## src/ssfp_pkg.sv

```systemverilog
package ssfp_pkg;

	localparam int WORD_W = 16;
	localparam int LEVEL_W = 4;
	localparam logic [3:0] TX_IRQ_LEVEL = 4'h4;
	localparam logic [3:0] MIN_SIZE_M1 = 4'h3;
	localparam int PRESCALE_MIN = 2;
	localparam int PRESCALE_MAX = 254;
	localparam int RATE_DIV_MAX = 256;
	localparam int SLAVE_RATIO_MIN = 12;
	localparam logic [6:0] PRE_CNT_RST = 7'h00;
	localparam logic [7:0] RATE_CNT_RST = 8'h00;
	localparam logic [WORD_W-1:0] WORD_RST = 16'h0000;
	localparam logic [3:0] BIT_IDX_RST = 4'h0;

	typedef enum logic {
		SSFP_FMT_SPI,
		SSFP_FMT_PULSE
	} ssfp_fmt_t;

	typedef enum logic [2:0] {
		SSFP_IDLE,
		SSFP_PRE,
		SSFP_BITS,
		SSFP_POST,
		SSFP_GAP
	} ssfp_state_t;

	typedef struct packed {
		logic enable;
		logic master;
		ssfp_fmt_t fmt;
		logic cpol;
		logic cpha;
		logic [3:0] size_m1;
		logic [7:0] prescale;
		logic [7:0] rate;
	} ssfp_cfg_t;

	typedef struct packed {
		logic o;
		logic oe;
	} ssfp_pin_t;

endpackage
```

## src/ssfp_frame.sv

```systemverilog
`timescale 1ns/100ps
// Notes on behaviour
// - start on enable with data, or write while enabled
// - transmit interrupt when FIFO holds four or fewer
// - master clock between fsys/65024 and fsys/2
// - word 4 to 16 bits, MSB first
// - idle clock low/inactive; SPI clock toggles only during data, pulse format adds one clock before and one after
// - SPI select active low across the frame
// - pulse select one bit; out rising, in falling
// - pulse idle: clock, select low, data hi-Z
// - write gives one-clock select pulse, then data
// - pulse format: push word on rising after LSB
// - polarity sets SPI clock idle level
// - phase selects first or second capture edge
// - polarity 0 idle: clock low, select high, data low
// - phase 0: select, half later data, then clock
// - select rises one clock after last capture; with phase 0 it rises 1.5 clocks after, one after the last trailing edge
// - phase 0 continuous: select pulses between words
// - continuous end: select idle one clock after
// - disabled: data output hi-Z, input stays input
// - clock from even prescale then rate plus one
// - transmit interrupt also while disabled
module ssfp_frame (
	input wire logic MCLK,
	input wire logic NRST,
	input wire logic CE,
	input ssfp_pkg::ssfp_cfg_t CFG,
	input wire logic TX_VALID,
	input wire logic [ssfp_pkg::WORD_W-1:0] TX_DATA,
	input wire logic [ssfp_pkg::LEVEL_W-1:0] TX_LEVEL,
	input wire logic SERIAL_CLOCK_PIN_IN,
	input wire logic FRAME_SELECT_PIN_IN,
	input wire logic SERIAL_IN_PIN,
	output ssfp_pkg::ssfp_pin_t SERIAL_CLOCK_PIN_OUT,
	output ssfp_pkg::ssfp_pin_t FRAME_SELECT_PIN_OUT,
	output ssfp_pkg::ssfp_pin_t SERIAL_OUT_PIN,
	output logic TX_POP,
	output logic RX_VALID,
	output logic [ssfp_pkg::WORD_W-1:0] RX_DATA,
	output logic TX_IRQ,
	output logic BUSY
);

	ssfp_pkg::ssfp_state_t state;
	logic half;
	logic [6:0] pre_cnt;
	logic [7:0] rate_cnt;
	logic sck_s1, sck_s2, sck_q;
	logic fss_s1, fss_s2, fss_q;
	logic din_s1, din_s2;
	logic [ssfp_pkg::WORD_W-1:0] tx_sh, rx_sh;
	logic [3:0] bit_idx;
	logic busy_word, rx_pend, s_present;
	logic sclk, fss, dout, dout_oe;

	logic frame_pulse_format, shift_on_lead, idle_clk, idle_fss, tick;
	logic [3:0] size_m1;
	logic [6:0] pre_top;
	logic m_load, m_present, m_lead, m_trail, m_launch;
	logic s_change, s_lead, s_trail, s_sel, s_load;
	logic load_ev, present_ev, lead_ev, trail_ev, word_done;
	logic more, next_dout_oe;

	assign frame_pulse_format = (CFG.fmt == ssfp_pkg::SSFP_FMT_PULSE);
	assign shift_on_lead = frame_pulse_format | CFG.cpha;
	assign idle_clk = frame_pulse_format ? 1'b0 : CFG.cpol;
	assign idle_fss = !frame_pulse_format;
	assign size_m1 = (CFG.size_m1 < ssfp_pkg::MIN_SIZE_M1) ? ssfp_pkg::MIN_SIZE_M1 : CFG.size_m1;
	assign more = CFG.enable && TX_VALID;

	// half-period tick: prescale/2 then rate+1; odd prescale bit ignored
	assign pre_top = (CFG.prescale[7:1] == 7'h00) ? 7'h00 : CFG.prescale[7:1] - 7'h01;
	assign tick = (pre_cnt == pre_top) && (rate_cnt == CFG.rate);

	// pin inputs pass two flops; the third stage only feeds edge detection
	always_ff @(posedge MCLK or negedge NRST) begin
		if (!NRST) begin
			sck_s1 <= 1'b0;
			sck_s2 <= 1'b0;
			sck_q <= 1'b0;
			fss_s1 <= 1'b1;
			fss_s2 <= 1'b1;
			fss_q <= 1'b1;
			din_s1 <= 1'b0;
			din_s2 <= 1'b0;
		end else if (CE) begin
			sck_s1 <= SERIAL_CLOCK_PIN_IN;
			sck_s2 <= sck_s1;
			sck_q <= sck_s2;
			fss_s1 <= FRAME_SELECT_PIN_IN;
			fss_s2 <= fss_s1;
			fss_q <= fss_s2;
			din_s1 <= SERIAL_IN_PIN;
			din_s2 <= din_s1;
		end
	end

	always_ff @(posedge MCLK or negedge NRST) begin
		if (!NRST) begin
			pre_cnt <= ssfp_pkg::PRE_CNT_RST;
			rate_cnt <= ssfp_pkg::RATE_CNT_RST;
		end else if (CE) begin
			if (state == ssfp_pkg::SSFP_IDLE || tick) begin
				pre_cnt <= ssfp_pkg::PRE_CNT_RST;
				rate_cnt <= ssfp_pkg::RATE_CNT_RST;
			end else if (pre_cnt == pre_top) begin
				pre_cnt <= ssfp_pkg::PRE_CNT_RST;
				rate_cnt <= rate_cnt + 8'h01;
			end else begin
				pre_cnt <= pre_cnt + 7'h01;
			end
		end
	end

	// slave events from the synchronised pins
	assign s_change = sck_s2 ^ sck_q;
	assign s_lead = s_change && (sck_s2 != idle_clk);
	assign s_trail = s_change && (sck_s2 == idle_clk);
	assign s_sel = !fss_s2;
	assign word_done = trail_ev && busy_word && (bit_idx == 4'h0);
	always_comb begin
		s_load = 1'b0;
		if (frame_pulse_format) begin
			s_load = s_trail && fss_s2;
		end else if (fss_q && !fss_s2) begin
			s_load = 1'b1;
		end else if (word_done && s_sel) begin
			s_load = 1'b1;
		end
	end

	// master events decoded from the frame state
	assign m_launch = (state == ssfp_pkg::SSFP_IDLE) && more;
	assign m_load = m_launch || ((state == ssfp_pkg::SSFP_POST) && tick && half && more && !frame_pulse_format && CFG.cpha);
	assign m_present = (state == ssfp_pkg::SSFP_PRE) && tick && !half && !shift_on_lead;
	assign m_lead = tick && (((state == ssfp_pkg::SSFP_PRE) && half)
		|| ((state == ssfp_pkg::SSFP_BITS) && (sclk == idle_clk))
		|| ((state == ssfp_pkg::SSFP_POST) && !half && frame_pulse_format));
	assign m_trail = tick && (state == ssfp_pkg::SSFP_BITS) && (sclk != idle_clk);

	assign load_ev = CFG.enable && (CFG.master ? m_load : s_load);
	assign present_ev = CFG.master ? m_present : s_present;
	assign lead_ev = CFG.enable && (CFG.master ? m_lead : (s_lead && (frame_pulse_format || s_sel)));
	assign trail_ev = CFG.enable && (CFG.master ? m_trail : (s_trail && (frame_pulse_format || s_sel)));

	// shift datapath shared by master and slave
	always_ff @(posedge MCLK or negedge NRST) begin
		if (!NRST) begin
			tx_sh <= ssfp_pkg::WORD_RST;
			rx_sh <= ssfp_pkg::WORD_RST;
			bit_idx <= ssfp_pkg::BIT_IDX_RST;
			busy_word <= 1'b0;
			rx_pend <= 1'b0;
			s_present <= 1'b0;
			dout <= 1'b0;
			TX_POP <= 1'b0;
			RX_VALID <= 1'b0;
			RX_DATA <= ssfp_pkg::WORD_RST;
		end else if (CE) begin
			TX_POP <= load_ev && TX_VALID;
			RX_VALID <= 1'b0;
			s_present <= !CFG.master && s_load && !shift_on_lead;
			if (!CFG.enable) begin
				busy_word <= 1'b0;
				rx_pend <= 1'b0;
				dout <= 1'b0;
			end else begin
				if (word_done) begin
					busy_word <= 1'b0;
					if (frame_pulse_format) begin
						rx_pend <= 1'b1;
					end else begin
						RX_VALID <= 1'b1;
						// with phase 1 the last capture lands on this same trailing edge
						RX_DATA <= shift_on_lead ? {rx_sh[ssfp_pkg::WORD_W-2:0], din_s2} : rx_sh;
					end
				end
				if (lead_ev && rx_pend) begin
					rx_pend <= 1'b0;
					RX_VALID <= 1'b1;
					RX_DATA <= rx_sh;
				end
				if (load_ev) begin
					// an empty FIFO in slave mode sends zeros
					tx_sh <= TX_VALID ? TX_DATA : ssfp_pkg::WORD_RST;
					rx_sh <= ssfp_pkg::WORD_RST;
					bit_idx <= size_m1;
					busy_word <= 1'b1;
				end else if (present_ev) begin
					dout <= tx_sh[bit_idx];
				end else if (lead_ev && busy_word) begin
					if (shift_on_lead) begin
						dout <= tx_sh[bit_idx];
					end else begin
						rx_sh <= {rx_sh[ssfp_pkg::WORD_W-2:0], din_s2};
					end
				end else if (trail_ev && busy_word) begin
					if (shift_on_lead) begin
						rx_sh <= {rx_sh[ssfp_pkg::WORD_W-2:0], din_s2};
					end else if (bit_idx != 4'h0) begin
						dout <= tx_sh[bit_idx - 4'h1];
					end
					if (bit_idx != 4'h0) begin
						bit_idx <= bit_idx - 4'h1;
					end
				end
				if (state == ssfp_pkg::SSFP_GAP && CFG.master && !frame_pulse_format) begin
					dout <= 1'b0;
				end
			end
		end
	end

	// master frame sequencer
	always_ff @(posedge MCLK or negedge NRST) begin
		if (!NRST) begin
			state <= ssfp_pkg::SSFP_IDLE;
			half <= 1'b0;
			sclk <= 1'b0;
			fss <= 1'b1;
		end else if (CE) begin
			if (!CFG.enable || !CFG.master) begin
				state <= ssfp_pkg::SSFP_IDLE;
				half <= 1'b0;
				sclk <= idle_clk;
				fss <= idle_fss;
			end else begin
				case (state)
				ssfp_pkg::SSFP_IDLE: begin
					sclk <= idle_clk;
					fss <= idle_fss;
					half <= 1'b0;
					if (m_launch) begin
						state <= ssfp_pkg::SSFP_PRE;
						fss <= frame_pulse_format;
						sclk <= frame_pulse_format ? 1'b1 : idle_clk;
					end
				end
				ssfp_pkg::SSFP_PRE: begin
					if (tick) begin
						half <= !half;
						if (!half) begin
							sclk <= idle_clk;
						end else begin
							state <= ssfp_pkg::SSFP_BITS;
							sclk <= !idle_clk;
							fss <= 1'b0;
						end
					end
				end
				ssfp_pkg::SSFP_BITS: begin
					if (tick) begin
						sclk <= !sclk;
						if (m_trail && bit_idx == 4'h0) begin
							state <= ssfp_pkg::SSFP_POST;
							half <= 1'b0;
						end
					end
				end
				ssfp_pkg::SSFP_POST: begin
					if (tick) begin
						half <= !half;
						sclk <= (frame_pulse_format && !half) ? 1'b1 : idle_clk;
						if (half) begin
							if (more && !frame_pulse_format && CFG.cpha) begin
								state <= ssfp_pkg::SSFP_PRE;
							end else begin
								state <= ssfp_pkg::SSFP_GAP;
								fss <= idle_fss;
							end
						end
					end
				end
				ssfp_pkg::SSFP_GAP: begin
					if (tick) begin
						half <= !half;
						if (half || frame_pulse_format) begin
							state <= ssfp_pkg::SSFP_IDLE;
						end
					end
				end
				default: begin
					state <= ssfp_pkg::SSFP_IDLE;
				end
				endcase
			end
		end
	end

	always_comb begin
		next_dout_oe = 1'b0;
		if (!CFG.enable) begin
			next_dout_oe = 1'b0;
		end else if (CFG.master) begin
			if (!frame_pulse_format) begin
				next_dout_oe = 1'b1;
			end else begin
				next_dout_oe = (state == ssfp_pkg::SSFP_PRE) || (state == ssfp_pkg::SSFP_BITS)
					|| (state == ssfp_pkg::SSFP_POST);
			end
		end else begin
			next_dout_oe = frame_pulse_format ? (busy_word || rx_pend) : s_sel;
		end
	end

	always_ff @(posedge MCLK or negedge NRST) begin
		if (!NRST) begin
			dout_oe <= 1'b0;
			SERIAL_CLOCK_PIN_OUT <= '0;
			FRAME_SELECT_PIN_OUT <= '0;
			SERIAL_OUT_PIN <= '0;
			TX_IRQ <= 1'b1;
			BUSY <= 1'b0;
		end else if (CE) begin
			dout_oe <= next_dout_oe;
			SERIAL_CLOCK_PIN_OUT.o <= sclk;
			SERIAL_CLOCK_PIN_OUT.oe <= CFG.enable && CFG.master;
			FRAME_SELECT_PIN_OUT.o <= fss;
			FRAME_SELECT_PIN_OUT.oe <= CFG.enable && CFG.master;
			SERIAL_OUT_PIN.o <= dout;
			SERIAL_OUT_PIN.oe <= dout_oe;
			TX_IRQ <= !CFG.enable || (TX_LEVEL <= ssfp_pkg::TX_IRQ_LEVEL);
			BUSY <= busy_word || (state != ssfp_pkg::SSFP_IDLE);
		end
	end
endmodule

```

## config.mk

```make
export PLATFORM = sky130hd
export DESIGN_NAME = ssfp_frame
export DESIGN_NICKNAME = d
export VERILOG_FILES = /design/src/ssfp_pkg.sv /design/src/ssfp_frame.sv
export SDC_FILE = /design/constraint.sdc
export NUM_CORES = 1
export LEC_CHECK = 0
export BUFFER_PORTS_ARGS = -buffer_cell sky130_fd_sc_hd__buf_4
export CORE_AREA = 8 8 121 178
export CTS_BUF_LIST = sky130_fd_sc_hd__clkbuf_4 sky130_fd_sc_hd__clkbuf_8 sky130_fd_sc_hd__clkbuf_16
export CTS_CLUSTER_SIZE = 25
export DETAILED_ROUTE_END_ITERATION = 7
export DIE_AREA = 0 0 129 186
export HOLD_SLACK_MARGIN = 0.15
export PLACE_DENSITY = 0.46
export SYNTH_ARGS = -nofsm -noshare
export SYNTH_HDL_FRONTEND = slang
export SYNTH_SLANG_ARGS = --single-unit
```

## constraint.sdc

```tcl
create_clock -name MCLK -period 8.1 [get_ports MCLK]
set_clock_uncertainty 0.05 [all_clocks]
set_input_delay 1.215 -clock MCLK [delete_from_list [all_inputs] [get_ports MCLK]]
set_output_delay 1.215 -clock MCLK [all_outputs]
set_load 0.03 [all_outputs]
```

==> results.py <==
metrics = {
    "layout": {
        "fin_util_pct": 34.8,
        "nFillCells": 1956,
        "seqCellArea_sq_um": 2380,
        "final_cell_area_sq_um": 6620,
        "area_delta_synth_final_pct": 18.9,
        "drive_gt1_share_pct": 23.8,
        "multi_input_area_sq_um": 2920,
        "fin_cells": 882,
        "diodes": 0,
        "nets": 678,
    },
    "min_path": {
        "hold_depth": 2,
        "hp-class": "flop to flop",
    },
    "sta": {
        "slew_headroom_pct": 27.4,
        "hold_viol_final": 0,
        "slew_viol_final": 0,
        "timing.final.crit_share_pct": 58.1,
        "grt_setup_unrepaired": "no",
        "setup_viol": 0,
        "worst_pin_slew_ps": 1090,
        "period_needed_ps": 4710,
        "fmax_mhz": 212,
        "fin_tns_setup_ps": 0,
    },
    "setup_path": {
        "r2r_cells": 9,
        "cp_slowest_cell": "o21a_1",
        "endpoint_kind": "flop",
        "crit_required_ps": 8290,
        "worst-setup-path-type": "input port to flop",
        "start_kind": "input port",
        "crit_family": "compound AO/OA/AOI/OAI gates",
        "worstPathCellList": "buf_4 > inv_1 > ha_1 > nor3b_1 > nand2_1 > o311ai_2 > nand3_1 > nor3_2 > o21a_1 > a21oi_1 > a221o_1 > a22o_1",
        "cp.depth": 12,
        "critPathMaxStageDelay_ps": 850,
        "path_buf_inv": 2,
        "path_max_fanout": 35,
        "arrival_ps": 4890,
    },
    "detailed_routing": {
        "drtAntennaViolNets": 0,
        "drc": 0,
        "first_pass_iters": 5,
        "vias": 4494,
        "drt-vias-per-instance": 5.10,
        "routed_wl_mm": 14.4,
        "drt_iter0_markers": 315,
        "routedWlPerCell_um": 16.4,
    },
    "grt": {
        "overflow": 0,
        "grt_max_degree": 55,
        "first_global_vias": 4641,
        "grt_pass1_wl_mm": 23.7,
        "antenna_found_initial": 0,
        "grt.total_usage_pct": 12.4,
    },
    "yosys": {
        "yosys-top-cells-area": "dfrtp_1 40%, o21ai_0 4.2%, mux2i_1 3.8%, mux4_2 3.6%, mux2_2 3.4%",
        "avgSynthCellArea_sq_um": 9.87,
        "synthesis.nets": 621,
        "netlist-cell-type-count": 79,
        "synth_ff_type": "dfrtp_1",
        "syn_inst": 564,
        "yosys.area.top_type": "dfrtp_1",
        "synth_seq_cells": 95,
        "yosysSeqAreaShare_pct": 42.8,
        "yosysWarnings": 0,
        "synth_edf_count": 0,
        "async_flop_share_pct": 100,
        "yosysTopAreaCellShare_pct": 40.5,
        "synth_area_sq_um": 5570,
    },
    "pwr": {
        "internal_power_mw": 0.914,
        "peakVddDrop_mv": 0.0977,
        "seqPwrFrac_pct": 43.8,
        "p_total_mw": 1.36,
        "power_density_nw_per_um2": 205,
        "power.clock.fraction_pct": 31.3,
        "combPwrFrac_pct": 24.9,
        "p_switching_mw": 0.442,
        "p_leak_nw": 2.84,
        "swShare_pct": 32.6,
    },
    "floorplanning": {
        "core-area_sq_um": 19000,
        "fp-row-count": 62,
        "die_h_um": 186,
        "die_w_um": 129,
        "initial_core_util_pct": 29.3,
        "dieArea_sq_um": 24000,
        "io_pins": 78,
    },
    "clock_tree": {
        "path_clk_slew_ps": 70,
        "cts_tree": "done",
        "clk_path_buf_depth": 2,
        "post-cts-setup-buffers": 0,
        "ctsRootBufferMaster": "clkbuf_16",
        "clock_latency_ps": 350,
        "clock_sink_count": 95,
        "ctsHoldBuffers": 0,
        "cts_buffers": 9,
        "ctsResizeCount": 0,
        "cts-htree-levels": 3,
    },
    "placement": {
        "hpwlAfterDp_mm": 10.7,
        "dp.cells": 866,
        "post_dp_cell_area_sq_um": 6320,
        "place.gp.congestion": 0.845,
        "portBuffers": 76,
    },
    "status": {
        "status": "finished, final reports clean",
    },
    "job": {
        "cap_violations": 0,
    },
}
## per-stage QoR
step	setup WS (ps)	hold WS (ps)
finish	3390	440
global route	3070	455
CTS	3430	442
detailed placement	3050	425
global placement	3160	413
floorplan	4280	396
## final timing paths
check,slack [ps],start,to
setup / recovery,3390,CFG[9],rx_sh[1]$_DFFE_PN0P_
setup reg to reg,4490,pre_cnt[4]$_DFFE_PN0P_,rx_sh[1]$_DFFE_PN0P_
max in group asynchronous,6090,NRST,rx_sh[3]$_DFFE_PN0P_
hold / removal,440,dout_oe$_DFFE_PN0P_,dout_oe$_DFFE_PN0P_
hold reg to reg,440,dout_oe$_DFFE_PN0P_,dout_oe$_DFFE_PN0P_
min in group asynchronous,800,NRST,SERIAL_CLOCK_PIN_OUT[1]$_DFFE_PN0P_
## cells in the final DEF (no fill, tap or decap), types with 10 or more instances in the layout
cell type	count
mux2i_1	21
xnor2_1	19
a21oi_1	17
o21ai_0	47
nand3_1	27
a22o_1	20
mux2_2	17
nor2_1	28
nor2b_1	10
o21ai_1	10
buf_4	78
inv_1	29
nand2_1	49
dfrtp_1	90
## per-layer routing
metal  vias up  GRT usage [%]  routed length [um]
met5         -              0                   0
met4         0           5.05                 368
met3        24           2.75                 668
met2       119           21.4                7240
met1      2170           14.4                6150
li1       2181              -                   -
## state kept, by name, indices dropped and copies added, names as in the netlist, 2 cells and up
name                  cells
RX_DATA                  16
rx_sh                    16
tx_sh                    16
rate_cnt                  8
pre_cnt                   7
bit_idx                   4
state                     3
FRAME_SELECT_PIN_OUT      2
SERIAL_OUT_PIN            2
## tightest hold or removal path: stages (launching register included)
cell and delay [ps]:
dfrtp_1 350, nand2_1 60, o31ai_1 50
## power by group through the flow
stage	Clock, mW	Combinational (mW)	Sequential (mW)
2_1_floorplan	0	0.254	0.581
3_3_place_gp	0	0.337	0.603
3_5_place_dp	0	0.342	0.605
4_1_cts	0.439	0.343	0.596
5_1_grt	0.459	0.377	0.606
6_report	0.424	0.338	0.594
## cell usage after synthesis, types with 17 or more instances
master    instances
dfrtp_1          90
nand2_1          49
o21ai_0          47
inv_1            29
nor2_1           28
nand3_1          27
clkbuf_1         22
mux2i_1          21
a22o_1           20
xnor2_1          19
a21oi_1          17
mux2_2           17
## logic make-up after synthesis
logic type	count (synthesis)	synth area share (%)
fa+ha+maj	6	1.30
flops	95	42.8
simple gates	175	16.5
compound gates	155	19.9
xor+xnor	25	3.93
mux	47	10.9
buf+inv	61	4.70
## final cells by class
class / count / share of cell area [%]
timing repair buffer: 78 / 8.85
sequential: 95 / 36.0
tap: 256 / 4.84
clock buffer: 9 / 3.40
inverter: 29 / 1.64
clock inverter: 7 / 1.12
multi-input combinational: 408 / 44.1
Note: power is estimated with default switching activity, not from simulation.
